### config.mk
export PLATFORM = sky130hd
export DESIGN_NAME = mtde_top
export DESIGN_NICKNAME = d
export VERILOG_FILES = /design/src/mtde_pkg.sv /design/src/mtde_chk_if.sv /design/src/mtde_top.sv /design/src/mtde_err_check.sv
export VERILOG_INCLUDE_DIRS = /design/src
export SDC_FILE = /design/constraint.sdc
export NUM_CORES = 1
export LEC_CHECK = 0
export ABC_AREA = 1
export BUFFER_PORTS_ARGS = -buffer_cell sky130_fd_sc_hd__buf_2
export CORE_MARGIN = 4
export CORE_UTILIZATION = 38
export CTS_BUF_LIST = sky130_fd_sc_hd__clkbuf_8
export DETAILED_ROUTE_END_ITERATION = 16
export PLACE_DENSITY = 0.59
export SYNTH_ARGS = -nofsm -noshare
export SYNTH_HDL_FRONTEND = slang
export SYNTH_SLANG_ARGS = --single-unit
export TNS_END_PERCENT = 10
### constraint.sdc
create_clock -name clock_i -period 4.6 [get_ports clock_i]
set_input_delay 0.92 -clock clock_i [delete_from_list [all_inputs] [get_ports clock_i]]
set_output_delay 0.92 -clock clock_i [all_outputs]
set_load 0.005 [all_outputs]
### src/mtde_cfg.svh
// Purpose: constants for the transmit DMA error signalling block
// Assumes: 32-bit AXI4-Lite register bus, one clock
// Notes: offsets are byte addresses of aligned words
`ifndef MTDE_CFG_SVH
`define MTDE_CFG_SVH

// ==========================================================
// register offsets
`define MTDE_OFS_ERRSTAT 8'h00
`define MTDE_OFS_TXMODE 8'h04
`define MTDE_OFS_IRQSTAT 8'h08
`define MTDE_OFS_IRQMASK 8'h0C

// ==========================================================
// field positions
`define MTDE_ERR_VIOL_BIT 0
`define MTDE_ERR_TMO_BIT 1
`define MTDE_SF_BIT 29
`define MTDE_IRQ_TXERR_BIT 0
`define MTDE_IRQ_BRAM_BIT 1

// ==========================================================
// reset values
`define MTDE_TXMODE_RST 32'h2000_0000
`define MTDE_IRQMASK_RST 2'h0

// ==========================================================
// checks and bus answers
`define MTDE_MAX_FRAME 16'h05EE
`define MTDE_END_ADDR 32'hFFFF_FFFF
`define MTDE_ALIGN_MASK 32'h0000_0007
`define MTDE_RESP_OKAY 2'h0
`define MTDE_RESP_SLVERR 2'h2

`endif

### src/mtde_pkg.sv
// Purpose: shared types of the transmit DMA error signalling block
// Assumes: constants come from mtde_cfg.svh
// Notes: none
package mtde_pkg;

    typedef enum logic [1:0] {
        MTDE_SEL_ERRSTAT,
        MTDE_SEL_TXMODE,
        MTDE_SEL_IRQSTAT,
        MTDE_SEL_IRQMASK
    } mtde_sel_t;

    typedef enum logic {
        MTDE_WR_IDLE,
        MTDE_WR_RESP
    } mtde_wr_state_t;

endpackage : mtde_pkg

### src/mtde_chk_if.sv
// Purpose: carries descriptor checks and their error pulses
// Assumes: one clock domain
// Notes: results are one-cycle pulses
`timescale 1ns/1ps
interface mtde_chk_if;
    logic running;
    logic desc_valid;
    logic [31:0] desc_addr;
    logic [15:0] desc_len;
    logic buf_access;
    logic buf_acquired;
    logic release_fail;
    logic viol;
    logic tmo;
    logic bram_err;

    modport classify (
        input running, desc_valid, desc_addr, desc_len,
        input buf_access, buf_acquired, release_fail,
        output viol, tmo, bram_err
    );
    modport owner (
        output running, desc_valid, desc_addr, desc_len,
        output buf_access, buf_acquired, release_fail,
        input viol, tmo, bram_err
    );
endinterface : mtde_chk_if

### src/mtde_top.sv
// Purpose: transmit MAC DMA error signalling with AXI4-Lite registers
// Assumes: 250 MHz clock, all inputs synchronous to it
// Notes: error pulses also land in sticky status for a level interrupt
//
// Contract
// RULE1 - Any error while the transmit DMA runs raises the transmit DMA error interrupt.
// RULE2 - That interrupt is a single-cycle pulse needing no clearing.
// RULE3 - Software reads the error status after the interrupt to learn the cause.
// RULE4 - Software fixes the descriptor before asking for retransmission.
// RULE5 - Access to a buffer the CPU has not acquired gives a one-cycle buffer RAM error pulse.
// RULE6 - Software should keep store_forward_select (bit 29 of tx_mode_register) at 1.
// RULE7 - Frames longer than 1518 bytes are unsupported and count as a bad byte count.
// RULE8 - Error status bit 0 is access violation, bit 1 access timeout, upper bits zero.
// RULE9 - Violation on misaligned descriptor, wrong byte count or unacquired buffer access.
// RULE10 - Timeout on an all-ones descriptor address or a failed automatic release.
// RULE11 - Captured cause bits stay until software reads the error status.
`timescale 1ns/1ps
`include "mtde_cfg.svh"
module mtde_top
    import mtde_pkg::*;
(
    // clock and reset
    input wire logic clock_i,
    input wire logic reset_n_i,
    // transmit dma side
    input wire logic dma_running_i,
    input wire logic desc_valid_i,
    input wire logic [31:0] desc_addr_i,
    input wire logic [15:0] desc_len_i,
    input wire logic buf_access_i,
    input wire logic buf_acquired_i,
    input wire logic release_fail_i,
    // interrupts and mode
    output logic tx_dma_error_irq_o,
    output logic buffer_ram_access_error_irq_o,
    output logic irq_o,
    output logic store_forward_select_o,
    // axi4-lite write
    input wire logic [7:0] s_axi_awaddr,
    input wire logic s_axi_awvalid,
    output logic s_axi_awready,
    input wire logic [31:0] s_axi_wdata,
    input wire logic [3:0] s_axi_wstrb,
    input wire logic s_axi_wvalid,
    output logic s_axi_wready,
    output logic [1:0] s_axi_bresp,
    output logic s_axi_bvalid,
    input wire logic s_axi_bready,
    // axi4-lite read
    input wire logic [7:0] s_axi_araddr,
    input wire logic s_axi_arvalid,
    output logic s_axi_arready,
    output logic [31:0] s_axi_rdata,
    output logic [1:0] s_axi_rresp,
    output logic s_axi_rvalid,
    input wire logic s_axi_rready
);
    logic rst_meta_reg;
    logic rst_n;
    logic [1:0] errstat_reg;
    logic [31:0] txmode_reg;
    logic [1:0] irqstat_reg;
    logic [1:0] irqmask_reg;
    logic aw_held_reg;
    logic w_held_reg;
    logic [7:0] awaddr_reg;
    logic [31:0] wdata_reg;
    logic [3:0] wstrb_reg;
    mtde_wr_state_t wr_state_reg;
    logic wr_fire;
    logic rd_fire;
    logic wr_hit;
    logic rd_hit;
    mtde_sel_t wr_sel;
    mtde_sel_t rd_sel;
    logic any_err;
    logic errstat_read;
    logic irqstat_w1c;
    logic [1:0] w1c_bits;
    logic [31:0] rd_word;

    mtde_chk_if chk ();

    // ==========================================================
    // reset release
    always_ff @(posedge clock_i or negedge reset_n_i) begin
        if (!reset_n_i) begin
            rst_meta_reg <= 1'b0;
            rst_n <= 1'b0;
        end else begin
            rst_meta_reg <= 1'b1;
            rst_n <= rst_meta_reg;
        end
    end

    // ==========================================================
    // fault checker
    assign chk.running = dma_running_i;
    assign chk.desc_valid = desc_valid_i;
    assign chk.desc_addr = desc_addr_i;
    assign chk.desc_len = desc_len_i;
    assign chk.buf_access = buf_access_i;
    assign chk.buf_acquired = buf_acquired_i;
    assign chk.release_fail = release_fail_i;

    mtde_err_check u_check (
        .clock_i(clock_i),
        .rst_n_i(rst_n),
        .chk(chk)
    );

    assign any_err = chk.viol || chk.tmo;

    // ==========================================================
    // address decode
    function automatic logic reg_hit(input logic [7:0] addr);
        reg_hit = (addr == `MTDE_OFS_ERRSTAT) || (addr == `MTDE_OFS_TXMODE)
                  || (addr == `MTDE_OFS_IRQSTAT) || (addr == `MTDE_OFS_IRQMASK);
    endfunction : reg_hit

    function automatic mtde_sel_t reg_sel(input logic [7:0] addr);
        case (addr)
            `MTDE_OFS_ERRSTAT: reg_sel = MTDE_SEL_ERRSTAT;
            `MTDE_OFS_TXMODE: reg_sel = MTDE_SEL_TXMODE;
            `MTDE_OFS_IRQSTAT: reg_sel = MTDE_SEL_IRQSTAT;
            default: reg_sel = MTDE_SEL_IRQMASK;
        endcase
    endfunction : reg_sel

    assign wr_fire = aw_held_reg && w_held_reg && (wr_state_reg == MTDE_WR_IDLE);
    assign rd_fire = s_axi_arvalid && s_axi_arready;
    assign wr_hit = reg_hit(awaddr_reg);
    assign rd_hit = reg_hit(s_axi_araddr);
    assign wr_sel = reg_sel(awaddr_reg);
    assign rd_sel = reg_sel(s_axi_araddr);
    assign errstat_read = rd_fire && rd_hit && (rd_sel == MTDE_SEL_ERRSTAT);
    assign irqstat_w1c = wr_fire && wr_hit && (wr_sel == MTDE_SEL_IRQSTAT) && wstrb_reg[0];
    assign w1c_bits = irqstat_w1c ? wdata_reg[1:0] : 2'h0;

    // ==========================================================
    // error pulses
    always_ff @(posedge clock_i or negedge rst_n) begin
        if (!rst_n) begin
            tx_dma_error_irq_o <= 1'b0;
            buffer_ram_access_error_irq_o <= 1'b0;
        end else begin
            tx_dma_error_irq_o <= any_err; // [RULE1] [RULE2]
            buffer_ram_access_error_irq_o <= chk.bram_err; // [RULE5]
        end
    end

    // ==========================================================
    // error cause, held until read
    always_ff @(posedge clock_i or negedge rst_n) begin
        if (!rst_n) begin
            errstat_reg <= 2'h0;
        end else begin
            // a new cause beats the read that clears
            errstat_reg <= (errstat_read ? 2'h0 : errstat_reg)
                           | {chk.tmo, chk.viol}; // [RULE8] [RULE11]
        end
    end

    // ==========================================================
    // sticky interrupt status and mask
    always_ff @(posedge clock_i or negedge rst_n) begin
        if (!rst_n) begin
            irqstat_reg <= 2'h0;
        end else begin
            irqstat_reg <= (irqstat_reg & ~w1c_bits) | {chk.bram_err, any_err};
        end
    end

    always_ff @(posedge clock_i or negedge rst_n) begin
        if (!rst_n) begin
            irqmask_reg <= `MTDE_IRQMASK_RST;
            txmode_reg <= `MTDE_TXMODE_RST;
        end else if (wr_fire && wr_hit) begin
            if (wr_sel == MTDE_SEL_IRQMASK && wstrb_reg[0]) begin
                irqmask_reg <= wdata_reg[1:0];
            end
            if (wr_sel == MTDE_SEL_TXMODE) begin
                for (int b = 0; b < 4; b++) begin
                    if (wstrb_reg[b]) begin
                        txmode_reg[b*8 +: 8] <= wdata_reg[b*8 +: 8];
                    end
                end
            end
        end
    end

    always_ff @(posedge clock_i or negedge rst_n) begin
        if (!rst_n) begin
            irq_o <= 1'b0;
            store_forward_select_o <= 1'b1;
        end else begin
            irq_o <= |(((irqstat_reg & ~w1c_bits) | {chk.bram_err, any_err}) & irqmask_reg);
            store_forward_select_o <= txmode_reg[`MTDE_SF_BIT]; // [RULE6]
        end
    end

    // ==========================================================
    // axi write channel
    always_ff @(posedge clock_i or negedge rst_n) begin
        if (!rst_n) begin
            aw_held_reg <= 1'b0;
            awaddr_reg <= 8'h00;
        end else if (s_axi_awvalid && s_axi_awready) begin
            aw_held_reg <= 1'b1;
            awaddr_reg <= s_axi_awaddr;
        end else if (wr_fire) begin
            aw_held_reg <= 1'b0;
        end
    end

    always_ff @(posedge clock_i or negedge rst_n) begin
        if (!rst_n) begin
            w_held_reg <= 1'b0;
            wdata_reg <= 32'h0000_0000;
            wstrb_reg <= 4'h0;
        end else if (s_axi_wvalid && s_axi_wready) begin
            w_held_reg <= 1'b1;
            wdata_reg <= s_axi_wdata;
            wstrb_reg <= s_axi_wstrb;
        end else if (wr_fire) begin
            w_held_reg <= 1'b0;
        end
    end

    always_ff @(posedge clock_i or negedge rst_n) begin
        if (!rst_n) begin
            s_axi_awready <= 1'b0;
            s_axi_wready <= 1'b0;
        end else begin
            s_axi_awready <= !aw_held_reg && !(s_axi_awvalid && s_axi_awready)
                             && (wr_state_reg == MTDE_WR_IDLE);
            s_axi_wready <= !w_held_reg && !(s_axi_wvalid && s_axi_wready)
                            && (wr_state_reg == MTDE_WR_IDLE);
        end
    end

    always_ff @(posedge clock_i or negedge rst_n) begin
        if (!rst_n) begin
            wr_state_reg <= MTDE_WR_IDLE;
            s_axi_bvalid <= 1'b0;
            s_axi_bresp <= `MTDE_RESP_OKAY;
        end else begin
            case (wr_state_reg)
                MTDE_WR_IDLE: begin
                    if (wr_fire) begin
                        wr_state_reg <= MTDE_WR_RESP;
                        s_axi_bvalid <= 1'b1;
                        s_axi_bresp <= wr_hit ? `MTDE_RESP_OKAY : `MTDE_RESP_SLVERR;
                    end
                end
                MTDE_WR_RESP: begin
                    if (s_axi_bready) begin
                        wr_state_reg <= MTDE_WR_IDLE;
                        s_axi_bvalid <= 1'b0;
                    end
                end
                default: begin
                    wr_state_reg <= MTDE_WR_IDLE;
                end
            endcase
        end
    end

    // ==========================================================
    // axi read channel
    always_comb begin
        rd_word = 32'h0000_0000;
        case (rd_sel)
            MTDE_SEL_ERRSTAT: rd_word[1:0] = errstat_reg | {chk.tmo, chk.viol}; // [RULE8]
            MTDE_SEL_TXMODE: rd_word = txmode_reg;
            MTDE_SEL_IRQSTAT: rd_word[1:0] = irqstat_reg;
            MTDE_SEL_IRQMASK: rd_word[1:0] = irqmask_reg;
            default: rd_word = 32'h0000_0000;
        endcase
    end

    always_ff @(posedge clock_i or negedge rst_n) begin
        if (!rst_n) begin
            s_axi_arready <= 1'b0;
            s_axi_rvalid <= 1'b0;
            s_axi_rdata <= 32'h0000_0000;
            s_axi_rresp <= `MTDE_RESP_OKAY;
        end else begin
            s_axi_arready <= !s_axi_rvalid && !rd_fire;
            if (rd_fire) begin
                s_axi_rvalid <= 1'b1;
                s_axi_rdata <= rd_hit ? rd_word : 32'h0000_0000;
                s_axi_rresp <= rd_hit ? `MTDE_RESP_OKAY : `MTDE_RESP_SLVERR;
            end else if (s_axi_rvalid && s_axi_rready) begin
                s_axi_rvalid <= 1'b0;
            end
        end
    end
endmodule : mtde_top

### src/mtde_err_check.sv
// Purpose: classifies descriptor and buffer faults into error pulses
// Assumes: inputs synchronous, reset already synchronised
// Notes: every result is registered, one cycle after its cause
`timescale 1ns/1ps
`include "mtde_cfg.svh"
module mtde_err_check (
    // clock and reset
    input wire logic clock_i,
    input wire logic rst_n_i,
    // checks
    mtde_chk_if.classify chk
);
    logic bad_len;
    logic misaligned;
    logic end_addr;
    logic unacq;

    // ==========================================================
    // fault decode
    assign end_addr = chk.desc_addr == `MTDE_END_ADDR;
    assign misaligned = (chk.desc_addr & `MTDE_ALIGN_MASK) != 32'h0000_0000;
    assign bad_len = (chk.desc_len == 16'h0000) || (chk.desc_len > `MTDE_MAX_FRAME); // [RULE7]
    assign unacq = chk.buf_access && !chk.buf_acquired;

    // ==========================================================
    // pulses, viol and tmo only while the transmit DMA runs, bram_err whether it runs or not
    always_ff @(posedge clock_i or negedge rst_n_i) begin
        if (!rst_n_i) begin
            chk.viol <= 1'b0;
            chk.tmo <= 1'b0;
        end else begin
            // all-ones end value counts as timeout, not misalignment
            chk.viol <= chk.running && ((chk.desc_valid && !end_addr
                        && (misaligned || bad_len)) || unacq); // [RULE9]
            chk.tmo <= chk.running && ((chk.desc_valid && end_addr)
                       || chk.release_fail); // [RULE10]
        end
    end

    always_ff @(posedge clock_i or negedge rst_n_i) begin
        if (!rst_n_i) begin
            chk.bram_err <= 1'b0;
        end else begin
            chk.bram_err <= unacq; // [RULE5]
        end
    end
endmodule : mtde_err_check

==> impl_metrics.env <==
export IMPL_dp_hpwl_mm=9.02
export IMPL_grt_ovfl_total=0
export IMPL_pwr_share_clk_pct=31.1
export IMPL_num_vias=4211
export IMPL_grt_pass1_vias=4294
export IMPL_antenna_cells=0
export IMPL_power_internal_w=0.00228
export IMPL_cts_resized_gates=0
export IMPL_pin_count=157
export IMPL_tns_ns=0
export IMPL_fin_crit_sh_pct=47.4
export IMPL_finalHoldViolCount=0
export IMPL_path_cells="buf_2 > inv_1 > nor2_2 > nand2_1 > o21ai_0"
export IMPL_clock_path_buffers=2
export IMPL_viasPerCell=4.61
export IMPL_gp_congestion=0.816
export IMPL_cp_required_ns=4.94
export IMPL_p_sw_w=0.000938
export IMPL_track_usage_pct=15.6
export IMPL_start_util_pct=39.2
export IMPL_dr_pass1_iters=6
export IMPL_crit_path_end_kind="register"
export IMPL_numCtsBuffers=17
export IMPL_wl_per_cell_um=13.3
export IMPL_cts_setup_buffers=0
export IMPL_maxCapViolCount=0
export IMPL_setup_viol=0
export IMPL_grt_antenna_before_repair=1
export IMPL_slowest_stage="nor2_2"
export IMPL_grt_first_pass_wirelength_mm=20.4
export IMPL_critPathMaxStageDelay_ns=0.79
export IMPL_dr_first_iter_drc_count=248
export IMPL_grt_max_degree=86
export IMPL_rows=43
export IMPL_cts_sinks=133
export IMPL_path_class="input port to register"
export IMPL_hold_path_class="input port to asynchronous set/reset pin"
export IMPL_synth_ff_latch_count=133
export IMPL_finClkSkew_ns=0.0114
export IMPL_ant_nets=0
export IMPL_fin_crit_ns=2.18
export IMPL_tritoncts="done"
export IMPL_syn_avg_cell_area_um2=9.80
export IMPL_rsz0062_at_grt="false"
export IMPL_max_freq_mhz=459
export IMPL_ctsHoldBuffers=0
export IMPL_drcViolationCount=0
export IMPL_power_density_nw_per_um2=471
export IMPL_htree_levels=4
export IMPL_switching_share_pct=29.1
export IMPL_die_area_um2=16500
export IMPL_p_comb_share_pct=18.7
export IMPL_nFillCells=1316
export IMPL_nets=832
export IMPL_startpoint_type="input port"
export IMPL_die_w_um=128
export IMPL_run_status="complete, no violations"
export IMPL_synth_cells=562
export IMPL_max_slew_margin_rel_pct=28.0
export IMPL_whs_ns=0.263
export IMPL_vdd_ir_drop_max_v=0.000227
export IMPL_tightestPinTransition_ns=1.08
export IMPL_crit_fanout=24
export IMPL_cts_root_buf="clkbuf_8"
export IMPL_core_area_um2=14000
export IMPL_clkTransAtPathRegs_ns=0.07
export IMPL_multi_input_area_um2=1870
export IMPL_p_seq_share_pct=50.2
export IMPL_slew_viol_final=0
export IMPL_final_seq_area_um2=3330
export IMPL_arrival_ns=2.52
export IMPL_ys_types=31
export IMPL_clk_latency_ns=0.43
export IMPL_drt_wl_total_mm=12.2
export IMPL_numPortBuffers=154
export IMPL_ys_warnings_count=0
export IMPL_die_y_um=128
export IMPL_power_leakage_nw=3.69
export IMPL_syn_cell_area_um2=5510
export IMPL_drive_gt1_share_pct=34.4
export IMPL_yosysSeqAreaShare_pct=60.4
export IMPL_syn_to_final_growth_pct=24.2
-- power groups by stage --
| stage | combinational, W | clock [W] | sequential, W |
|---|---|---|---|
| detailed placement | 0.000609 | 0 | 0.00164 |
| global placement | 0.000588 | 0 | 0.00163 |
| global route | 0.000691 | 0.00108 | 0.00166 |
| floorplan | 0.000439 | 0 | 0.00161 |
| CTS | 0.000613 | 0.00103 | 0.00162 |
| finish | 0.000602 | 0.00100 | 0.00162 |
-- kinds of logic (layout without fill, tap and decap cells) --
family                 after synthesis  after routing  synth area share (%)
AND/OR/NAND/NOR                    258            258                  20.9
multiplexers                        21             21                  4.29
flip-flops                         133            133                  60.4
other                                2              3                 0.136
AO/OA/AOI/OAI                       74             74                  8.40
buffers and inverters               74            244                  5.84
-- cell usage after synthesis, drive strengths merged --
cell,n,area share (%)
conb,2,0.14
nand2,136,9.4
or2,4,0.45
nor3,2,0.27
o211ai,1,0.14
dfrtp,131,59
o21ai,43,5.3
buf,14,1.7
and3,1,0.11
dfstp,2,0.95
inv,54,3.7
nor2,67,5.0
and2,1,0.11
a21oi,30,2.9
nand4,6,1.5
clkbuf,6,0.41
nand3,41,4.0
mux2,21,4.3
-- final timing paths --
check / from / endpoint / slack (ns) / cells after the start
worst min register to register: rst_meta_reg$_DFF_PN0_ / rst_n$_DFF_PN0_ / 0.35 / 0
worst max register to register: s_axi_arready$_DFF_PN0_ / s_axi_rdata[6]$_DFFE_PN0P_ / 2.74 / 7
max in group asynchronous: rst_n$_DFF_PN0_ / txmode_reg[29]$_DFFE_PN1P_ / 3.08 / 1
worst min-delay path: reset_n_i / rst_n$_DFF_PN0_ / 0.26 / 1
min in group clock_i: rst_meta_reg$_DFF_PN0_ / rst_n$_DFF_PN0_ / 0.35 / 0
worst max-delay path: s_axi_araddr[2] / s_axi_rdata[6]$_DFFE_PN0P_ / 2.42 / 5
-- stage by stage --
stage	instances	total power, W	setup WS, ns	util [%]	area, µm²
2_1_floorplan	563	0.00205	0.624	-	5510
3_3_place_gp	881	0.00222	2.09	45.8	6430
3_5_place_dp	881	0.00225	1.95	45.8	6430
4_1_cts	913	0.00326	2.45	48.7	6840
5_1_grt	913	0.00344	2.26	48.7	6840
6_report	913	0.00322	2.42	48.7	6840
-- worst max-delay path, delay by kind of cell --
family | cells | cell delay [ns]
and+or+nand+nor | 2 | 1.16
AOI/OAI and AO/OA | 1 | 0.25
buffers and inverters | 2 | 0.18
-- cell usage in the layout, fill, tap and decap left out, drive strengths merged, types with 4 or more instances in the layout --
cell / synthesis / final
a21oi: 30 / 30
buf: 14 / 158
clkbuf: 6 / 20
clkinv: 0 / 5
dfrtp: 131 / 131
inv: 54 / 57
mux2: 21 / 21
nand2: 136 / 136
nand3: 41 / 41
nand4: 6 / 6
nor2: 67 / 67
o21ai: 43 / 43
or2: 4 / 4
-- layout make-up --
class | count | area share, %
Clock buffer | 20 | 4.02
Clock inverter | 12 | 2.01
Inverter | 54 | 2.96
Multi-Input combinational cell | 356 | 27.3
Sequential cell | 133 | 48.7
Tap cell | 180 | 3.29
Timing Repair Buffer | 158 | 11.7
-- routing by layer --
| metal | routed length [µm] | global-route usage [%] |
|---|---|---|
| met1 | 5210 | 19.8 |
| met2 | 5900 | 25.1 |
| met3 | 852 | 5.06 |
| met4 | 217 | 5.81 |
| met5 | 13 | 0 |
(Power assumes the default switching activity.)
